File: config.mk
export PLATFORM = sky130hd
export DESIGN_NAME = sim_card_uart_receiver
export DESIGN_NICKNAME = d
export VERILOG_FILES = /design/src/include/sim_rx_pkg.sv /design/src/verilog/sim_card_uart_receiver.sv /design/src/verilog/sim_rate_div.sv
export SDC_FILE = /design/constraint.sdc
export NUM_CORES = 1
export LEC_CHECK = 0
export BUFFER_PORTS_ARGS = -buffer_cell sky130_fd_sc_hd__buf_4
export CAP_MARGIN = 20
export CORE_ASPECT_RATIO = 0.6
export CORE_UTILIZATION = 50
export CTS_CLUSTER_SIZE = 16
export DETAILED_ROUTE_END_ITERATION = 8
export PLACE_DENSITY = 0.87
export SLEW_MARGIN = 40
export SYNTH_ARGS = -nofsm -noshare
export SYNTH_HDL_FRONTEND = slang
export SYNTH_SLANG_ARGS = --single-unit
File: constraint.sdc
create_clock -name clk_sys -period 2.7 [get_ports clk_sys]
set_clock_uncertainty 0.1 [all_clocks]
set_input_delay 0.135 -clock clk_sys [delete_from_list [all_inputs] [get_ports clk_sys]]
set_output_delay 0.135 -clock clk_sys [all_outputs]
set_load 0.02 [all_outputs]
File: src/include/sim_rx_pkg.sv
// Constants shared by the smart-card receiver channel.
// Assumes a single 10 MHz system clock and plain control ports, no register bus.
package sim_rx_pkg;
	localparam int DATA_BITS = 8;
	localparam int TICKS_PER_BIT = 16;
	localparam logic [3:0] MID_TICK = 4'h7;
	localparam logic [3:0] LAST_TICK = 4'hF;
	localparam logic [7:0] RX_BUF_RESET = 8'h00;
	localparam logic [15:0] CARD_DIV_RESET = 16'h0000;
	localparam logic [2:0] LAST_DATA_BIT = 3'h7;
	localparam logic [3:0] TICK_RESET = 4'h0;
	localparam logic LINE_IDLE_RESET = 1'b1;
	localparam logic CARD_CLOCK_RESET = 1'b0;
	typedef enum logic [2:0]
	{
		ST_IDLE = 3'b000,
		ST_START = 3'b001,
		ST_DATA = 3'b010,
		ST_PARITY = 3'b011,
		ST_STOP = 3'b100
	} rx_state_e;
endpackage

File: src/verilog/sim_card_uart_receiver.sv
// Smart-card receive channel: clock derivation, bit sampling, buffer and flags.
// Assumes pins synchronous to clk_sys; timer pulses are one clk_sys cycle wide.
`timescale 1ns/1ps
module sim_card_uart_receiver
(
	input wire logic clk_sys,
	input wire logic rst_n,
	input wire logic tx_enable,
	input wire logic rx_enable,
	input wire logic serial_in_pin,
	input wire logic serial_in_dir,
	input wire logic transfer_clock_pin,
	input wire logic transfer_clock_dir,
	input wire logic clock_src_external,
	input wire logic inverse_format,
	input wire logic parity_enable,
	input wire logic parity_odd,
	input wire logic error_out_enable,
	input wire logic open_drain_sel,
	input wire logic [7:0] bitrate_reload,
	input wire logic bitrate_from_timer,
	input wire logic bitrate_source_timer_pulse,
	input wire logic [15:0] card_clock_timer,
	input wire logic rx_buf_low_read,
	input wire logic rx_irq_ack,
	output logic [7:0] rx_buf,
	output logic rx_complete,
	output logic rx_irq_req,
	output logic parity_error,
	output logic serial_out_pin_o,
	output logic serial_out_pin_oe,
	output logic card_clock
);
	// Input gating, clock selection and divider taps
	logic armed;
	logic rx_line;
	logic ext_clk_line;
	logic ext_clk_prev_r;
	logic ext_clk_rise;
	logic brg_count_en;
	logic brg_tick;
	logic sample_tick;
	logic card_tick;
	logic card_clock_r;

	// Frame sequencing
	sim_rx_pkg::rx_state_e state_r;
	sim_rx_pkg::rx_state_e state_nxt;
	logic rx_line_prev_r;
	logic start_edge;
	logic [3:0] tick_cnt_r;
	logic [3:0] tick_cnt_nxt;
	logic mid_point;
	logic [2:0] bit_idx_r;
	logic [2:0] bit_idx_nxt;
	logic [7:0] shift_r;
	logic [7:0] shift_nxt;
	logic parity_acc_r;
	logic parity_acc_nxt;
	logic data_bit;
	logic last_bit;
	logic in_idle;
	logic in_parity;
	logic in_stop;
	logic parity_fail;
	logic buf_load;

	// Buffer, flags and error drive
	logic [7:0] rx_buf_r;
	logic rx_complete_r;
	logic rx_irq_req_r;
	logic parity_error_r;
	logic err_drive_r;

	// Inverse format flips the level of data and parity bits; order stays LSB first
	function automatic logic line_level(
		input logic raw,
		input logic inverse
	);
		return raw ^ inverse;
	endfunction

	function automatic logic state_is(
		input sim_rx_pkg::rx_state_e cur,
		input sim_rx_pkg::rx_state_e want
	);
		return cur == want;
	endfunction

	assign armed = tx_enable && rx_enable;
	// A pin turned to output reads as an idle line
	assign rx_line = serial_in_dir ? sim_rx_pkg::LINE_IDLE_RESET : serial_in_pin;
	assign ext_clk_line = transfer_clock_dir ? 1'b0 : transfer_clock_pin;
	assign ext_clk_rise = ext_clk_line && !ext_clk_prev_r;
	assign brg_count_en = bitrate_from_timer ? bitrate_source_timer_pulse : 1'b1;
	assign sample_tick = clock_src_external ? ext_clk_rise : brg_tick;

	// Tick rate is the main clock, or the timer pulse rate when bitrate_from_timer is set, over reload plus one; sixteen ticks make a bit
	sim_rate_div #(
		.WIDTH(8)
	) i_bitrate_div (
		.clk_sys(clk_sys),
		.rst_n(rst_n),
		.count_en(brg_count_en),
		.reload(bitrate_reload),
		.tick(brg_tick)
	);

	sim_rate_div #(
		.WIDTH(16)
	) i_card_div (
		.clk_sys(clk_sys),
		.rst_n(rst_n),
		.count_en(1'b1),
		.reload(card_clock_timer),
		.tick(card_tick)
	);

	assign in_idle = state_is(state_r, sim_rx_pkg::ST_IDLE);
	assign in_parity = state_is(state_r, sim_rx_pkg::ST_PARITY);
	assign in_stop = state_is(state_r, sim_rx_pkg::ST_STOP);
	assign start_edge = armed && in_idle && rx_line_prev_r && !rx_line;
	assign mid_point = sample_tick && (tick_cnt_r == sim_rx_pkg::MID_TICK);
	assign data_bit = line_level(rx_line, inverse_format);
	assign last_bit = (bit_idx_r == sim_rx_pkg::LAST_DATA_BIT);
	assign parity_fail = in_parity && mid_point && ((parity_acc_r ^ data_bit) != parity_odd);
	assign buf_load = in_stop && mid_point && armed;

	assign rx_buf = rx_buf_r;
	assign rx_complete = rx_complete_r;
	assign rx_irq_req = rx_irq_req_r;
	assign parity_error = parity_error_r;
	assign card_clock = card_clock_r;
	// Open drain only ever pulls low; push-pull idles high
	assign serial_out_pin_oe = open_drain_sel ? err_drive_r : 1'b1;
	assign serial_out_pin_o = open_drain_sel ? 1'b0 : !err_drive_r;

	// Tick count restarts at the start edge so samples land mid-bit
	always_comb
	begin
		tick_cnt_nxt = tick_cnt_r;
		if (start_edge)
			tick_cnt_nxt = sim_rx_pkg::TICK_RESET;
		else if (!in_idle && sample_tick)
			tick_cnt_nxt = tick_cnt_r + 4'h1;
	end

	always_comb
	begin
		state_nxt = state_r;
		bit_idx_nxt = bit_idx_r;
		shift_nxt = shift_r;
		parity_acc_nxt = parity_acc_r;
		unique case (state_r)
			sim_rx_pkg::ST_IDLE:
			begin
				if (start_edge)
				begin
					state_nxt = sim_rx_pkg::ST_START;
					bit_idx_nxt = 3'h0;
					parity_acc_nxt = 1'b0;
				end
			end
			sim_rx_pkg::ST_START:
			begin
				// A start bit gone high by mid-period was a glitch
				if (mid_point)
					state_nxt = rx_line ? sim_rx_pkg::ST_IDLE : sim_rx_pkg::ST_DATA;
			end
			sim_rx_pkg::ST_DATA:
			begin
				if (mid_point)
				begin
					shift_nxt = {data_bit, shift_r[7:1]};
					parity_acc_nxt = parity_acc_r ^ data_bit;
					bit_idx_nxt = bit_idx_r + 3'h1;
					if (last_bit)
						state_nxt = parity_enable ? sim_rx_pkg::ST_PARITY : sim_rx_pkg::ST_STOP;
				end
			end
			sim_rx_pkg::ST_PARITY:
			begin
				if (mid_point)
					state_nxt = sim_rx_pkg::ST_STOP;
			end
			sim_rx_pkg::ST_STOP:
			begin
				if (mid_point)
					state_nxt = sim_rx_pkg::ST_IDLE;
			end
			default:
				state_nxt = sim_rx_pkg::ST_IDLE;
		endcase
		if (!armed)
			state_nxt = sim_rx_pkg::ST_IDLE;
	end

	always_ff @(posedge clk_sys or negedge rst_n)
	begin
		if (!rst_n)
		begin
			state_r <= sim_rx_pkg::ST_IDLE;
			tick_cnt_r <= sim_rx_pkg::TICK_RESET;
			bit_idx_r <= 3'h0;
			shift_r <= 8'h00;
			parity_acc_r <= 1'b0;
		end
		else
		begin
			state_r <= state_nxt;
			tick_cnt_r <= tick_cnt_nxt;
			bit_idx_r <= bit_idx_nxt;
			shift_r <= shift_nxt;
			parity_acc_r <= parity_acc_nxt;
		end
	end

	// Edge detectors reset to the idle levels so reset release shows no edge
	always_ff @(posedge clk_sys or negedge rst_n)
	begin
		if (!rst_n)
		begin
			rx_line_prev_r <= sim_rx_pkg::LINE_IDLE_RESET;
			ext_clk_prev_r <= sim_rx_pkg::LINE_IDLE_RESET;
		end
		else
		begin
			rx_line_prev_r <= rx_line;
			ext_clk_prev_r <= ext_clk_line;
		end
	end

	always_ff @(posedge clk_sys or negedge rst_n)
	begin
		if (!rst_n)
			card_clock_r <= sim_rx_pkg::CARD_CLOCK_RESET;
		else if (card_tick)
			card_clock_r <= !card_clock_r;
	end

	always_ff @(posedge clk_sys or negedge rst_n)
	begin
		if (!rst_n)
			rx_buf_r <= sim_rx_pkg::RX_BUF_RESET;
		else if (buf_load)
			rx_buf_r <= shift_r;
	end

	// Set wins over a clear in the same cycle
	always_ff @(posedge clk_sys or negedge rst_n)
	begin
		if (!rst_n)
			rx_complete_r <= 1'b0;
		else if (buf_load)
			rx_complete_r <= 1'b1;
		else if (rx_buf_low_read)
			rx_complete_r <= 1'b0;
	end

	always_ff @(posedge clk_sys or negedge rst_n)
	begin
		if (!rst_n)
			rx_irq_req_r <= 1'b0;
		else if (buf_load)
			rx_irq_req_r <= 1'b1;
		else if (rx_irq_ack)
			rx_irq_req_r <= 1'b0;
	end

	// Error flag holds until the next start bit
	always_ff @(posedge clk_sys or negedge rst_n)
	begin
		if (!rst_n)
			parity_error_r <= 1'b0;
		else if (parity_fail)
			parity_error_r <= 1'b1;
		else if (start_edge)
			parity_error_r <= 1'b0;
	end

	// Low level lasts from the parity sample to the stop sample, one bit long
	always_ff @(posedge clk_sys or negedge rst_n)
	begin
		if (!rst_n)
			err_drive_r <= 1'b0;
		else if (parity_fail && error_out_enable)
			err_drive_r <= 1'b1;
		else if (buf_load || !armed)
			err_drive_r <= 1'b0;
	end
endmodule

File: src/verilog/sim_rate_div.sv
// Reloadable down-counter divider producing a one-cycle tick.
// Assumes a count-enable pulse on the system clock.
`timescale 1ns/1ps
module sim_rate_div #(
	parameter int WIDTH = 8
)
(
	input wire logic clk_sys,
	input wire logic rst_n,
	input wire logic count_en,
	input wire logic [WIDTH-1:0] reload,
	output logic tick
);
	logic [WIDTH-1:0] cnt_r;
	wire at_zero = (cnt_r == '0);
	// Divides by reload plus one
	assign tick = count_en && at_zero;
	always_ff @(posedge clk_sys or negedge rst_n)
	begin
		if (!rst_n)
			cnt_r <= '0;
		else if (count_en)
			cnt_r <= at_zero ? reload : cnt_r - 1'b1;
	end
endmodule

==> flow_metrics.env <==
export IMPL_via_per_inst=5.636
export IMPL_ys_seq_area_share_pct=48.32
export IMPL_syn_nets=337
export IMPL_slew_headroom_pct=52.37
export IMPL_worst_slew_pin_slew_ns=0.7144
export IMPL_max_clock_path_buffers=2
export IMPL_synth_ff_latch_count=58
export IMPL_syn_area_um2=3009
export IMPL_synthFlopType="dfrtp_1"
export IMPL_power_density_nw_per_um2=693.0
export IMPL_place_gp_congestion=0.9158
export IMPL_hpwl_mm=4.861
export IMPL_status="finished clean"
export IMPL_antenna_found_initial=0
export IMPL_final_hold_violation_count=0
export IMPL_fin_setup_tns_ns=0
export IMPL_initial_core_util_pct=53.02
export IMPL_grt_pass1_vias=2516
export IMPL_clock_latency_ns=0.35
export IMPL_syn2layout_area_growth_pct=33.22
export IMPL_power_leakage_nw=1.844
export IMPL_final_common_cell="buf_4"
export IMPL_post_route_cells_drive_above_1_share_pct=29.32
export IMPL_die_area_um2=6342
export IMPL_route_detailed_drc=0
export IMPL_die_w_um=102.2
export IMPL_wirelength_mm=7.362
export IMPL_overflow=0
export IMPL_cts_tree="yes"
export IMPL_yosysUniqueCellTypes=60
export IMPL_fin_util_pct=70.63
export IMPL_critPathMaxStageDelay_ns=0.51
export IMPL_drt_iter0_drc=191
export IMPL_cts_root_buf="clkbuf_8"
export IMPL_cp_start_kind="register"
export IMPL_io_buffers=55
export IMPL_wire_per_inst_um=15.94
export IMPL_grtUsageTotal_pct=26.46
export IMPL_max_cap_viol_count=0
export IMPL_worstPathRequired_ns=2.84
export IMPL_synth_edf_count=0
export IMPL_critPathKind="register to register"
export IMPL_crit_fanout=8
export IMPL_rows=21
export IMPL_cts_sinks=58
export IMPL_syn_area_per_cell_um2=10.41
export IMPL_netlist_instances=289
export IMPL_arrival_ns=2.76
export IMPL_antenna_left=0
export IMPL_end_kind="register"
export IMPL_worstPathCellList="inv_1 -> ha_1 -> or3b_2 -> o41a_4 -> nor4_4 -> buf_4 -> mux2_2"
export IMPL_final_nets=425
export IMPL_async_flop_share_pct=100.0
export IMPL_fin_crit_ns=2.622
export IMPL_holdCritPathClass="primary input to register"
export IMPL_grt_max_degree=59
export IMPL_ir_drop_mv=0.4322
export IMPL_rsz0062_at_grt="no"
export IMPL_setup_viol=0
export IMPL_max_freq_mhz=381.4
export IMPL_htreeDepth=3
export IMPL_fin_crit_sh_pct=97.11
export IMPL_fp_dieH_um=62.09
export IMPL_core_um2=5675
export IMPL_drv_slew=0
export IMPL_cp_slowest_cell="or3b_2"
export IMPL_dr_pass1_iters=4
export IMPL_p_total_w=0.002778
export IMPL_vias=2604
export IMPL_clk_pin_slew_ns=0.07
export IMPL_cts_buffers=9
export IMPL_grt_pass1_wl_mm=12.08
export IMPL_ys_warn_count=0
export IMPL_mostFrequentLayoutCells="buf_4, dfrtp_1, nor2_1"
export IMPL_antenna_cells=0
export IMPL_io_pins=56
[state kept, by name, summed over array words and instances (netlist names)]
| name | count |
|---|---|
| bit_idx_r | 3 |
| card_clock | 1 |
| err_drive_r | 1 |
| ext_clk_prev_r | 1 |
| i_bitrate_div.cnt_r | 8 |
| i_card_div.cnt_r | 16 |
| parity_acc_r | 1 |
| parity_error | 1 |
| rx_buf | 8 |
| rx_complete | 1 |
| rx_irq_req | 1 |
| rx_line_prev_r | 1 |
| shift_r | 8 |
| state_r | 3 |
| tick_cnt_r | 4 |
[repair_timing]
action                                 in CTS  in global routing
endpoints found under the hold margin      74                  0
hold buffers                               21                  0
setup endpoints to repair                   0                 10
gates resized for setup                     0                  3
setup buffers                               0                  1
[final cells by class]
class / instances / area, um2
Multi-Input combinational cell: 212 / 1495
Timing Repair Buffer: 84 / 686.9
Clock inverter: 6 / 90.09
Sequential cell: 58 / 1454
Clock buffer: 10 / 137.6
Inverter: 12 / 45.04
Fill cell: 412 / 1667
Tap cell: 80 / 100.1
[stage by stage]
| step | worst slack (ns) | cell area [um2] | hold slack (ns) | std cells |
|---|---|---|---|---|
| after floorplan | 0.08565 | 3009 | -0.2606 | 289 |
| after global placement | 0.1224 | 3541 | 0.1400 | 423 |
| after detailed placement | 0.02137 | 3541 | 0.1422 | 423 |
| after CTS | 0.02012 | 3979 | 0.006546 | 460 |
| after global routing | 0.01771 | 4009 | 0.006881 | 462 |
| final | 0.07801 | 4009 | 0.01370 | 462 |
[worst paths after layout]
kind	from	end	slack [ns]	cells past startpoint
setup / recovery	i_bitrate_div.cnt_r[0]	rx_buf[4]	0.08	7
hold / removal	bitrate_reload[6]	i_bitrate_div.cnt_r[6]	0.01	3
setup reg to reg	i_bitrate_div.cnt_r[0]	rx_buf[4]	0.08	7
hold reg to reg	card_clock	card_clock	0.38	1
max in group asynchronous	rst_n	i_bitrate_div.cnt_r[7]	1.75	2
min in group asynchronous	rst_n	i_card_div.cnt_r[0]	0.27	2
[power by group]
part	leakage, nW	switching (W)	total [W]	internal, W
Clock	0.112	0.000367	0.000913	0.000545
Sequential	0.739	0.000206	0.00124	0.00103
Combinational	0.992	0.000302	0.000624	0.000322
Total	1.84	0.000876	0.00278	0.00190
[kinds of logic after synthesis]
| kind of cell | count (synthesis) | synth area share [%] |
|---|---|---|
| AO/OA/AOI/OAI | 60 | 14.30 |
| buffers and inverters | 19 | 2.370 |
| AND/OR/NAND/NOR | 112 | 20.50 |
| multiplexers | 22 | 8.066 |
| flip-flops | 58 | 48.32 |
| adder cells (fa/ha/maj) | 6 | 2.495 |
| XOR/XNOR | 12 | 3.950 |
[synthesized netlist by cell type, types with 2 or more instances]
master,count,area [um2]
a21boi_0,2,15.01
dfrtp_1,56,1401
nor2_1,30,112.6
a21o_1,2,15.01
nor4_1,8,50.05
nand4_1,5,31.28
xor2_1,2,17.52
ha_1,6,75.07
xnor2_1,9,78.83
inv_1,12,45.04
o22a_1,2,17.52
mux2i_1,4,40.04
o22ai_1,2,12.51
o21ai_0,9,45.04
clkbuf_1,6,22.52
a21oi_1,17,85.08
or4_1,2,15.01
dfstp_2,2,52.55
o31ai_1,5,37.54
and2_1,2,12.51
nor2b_1,4,25.02
nand2b_1,3,18.77
o2bb2a_1,4,40.04
a21o_2,2,17.52
nand2_1,18,67.56
a211oi_1,2,15.01
nand3_1,9,45.04
or3_1,4,25.02
or3b_2,3,26.28
nor3_1,10,50.05
mux2_2,18,202.7
[routing by layer]
metal,vias to the layer above,global-route usage (%),part of all wire (%)
met5,-,0,0
met4,0,8.571,1.1
met3,8,8.389,5.7
met2,80,42.19,46
met1,1273,35.09,47
li1,1243,-,-
[worst max-delay path, delay by kind of cell, from the launching register on]
kind | cells | cell delay (ns)
adders and majority gates | 1 | 0.16
DFF | 1 | 0.42
and+or+nand+nor | 2 | 0.75
buffers and inverters | 2 | 0.31
muxes | 1 | 0.33
AOI/OAI and AO/OA | 1 | 0.44
(Power assumes the default switching activity.)
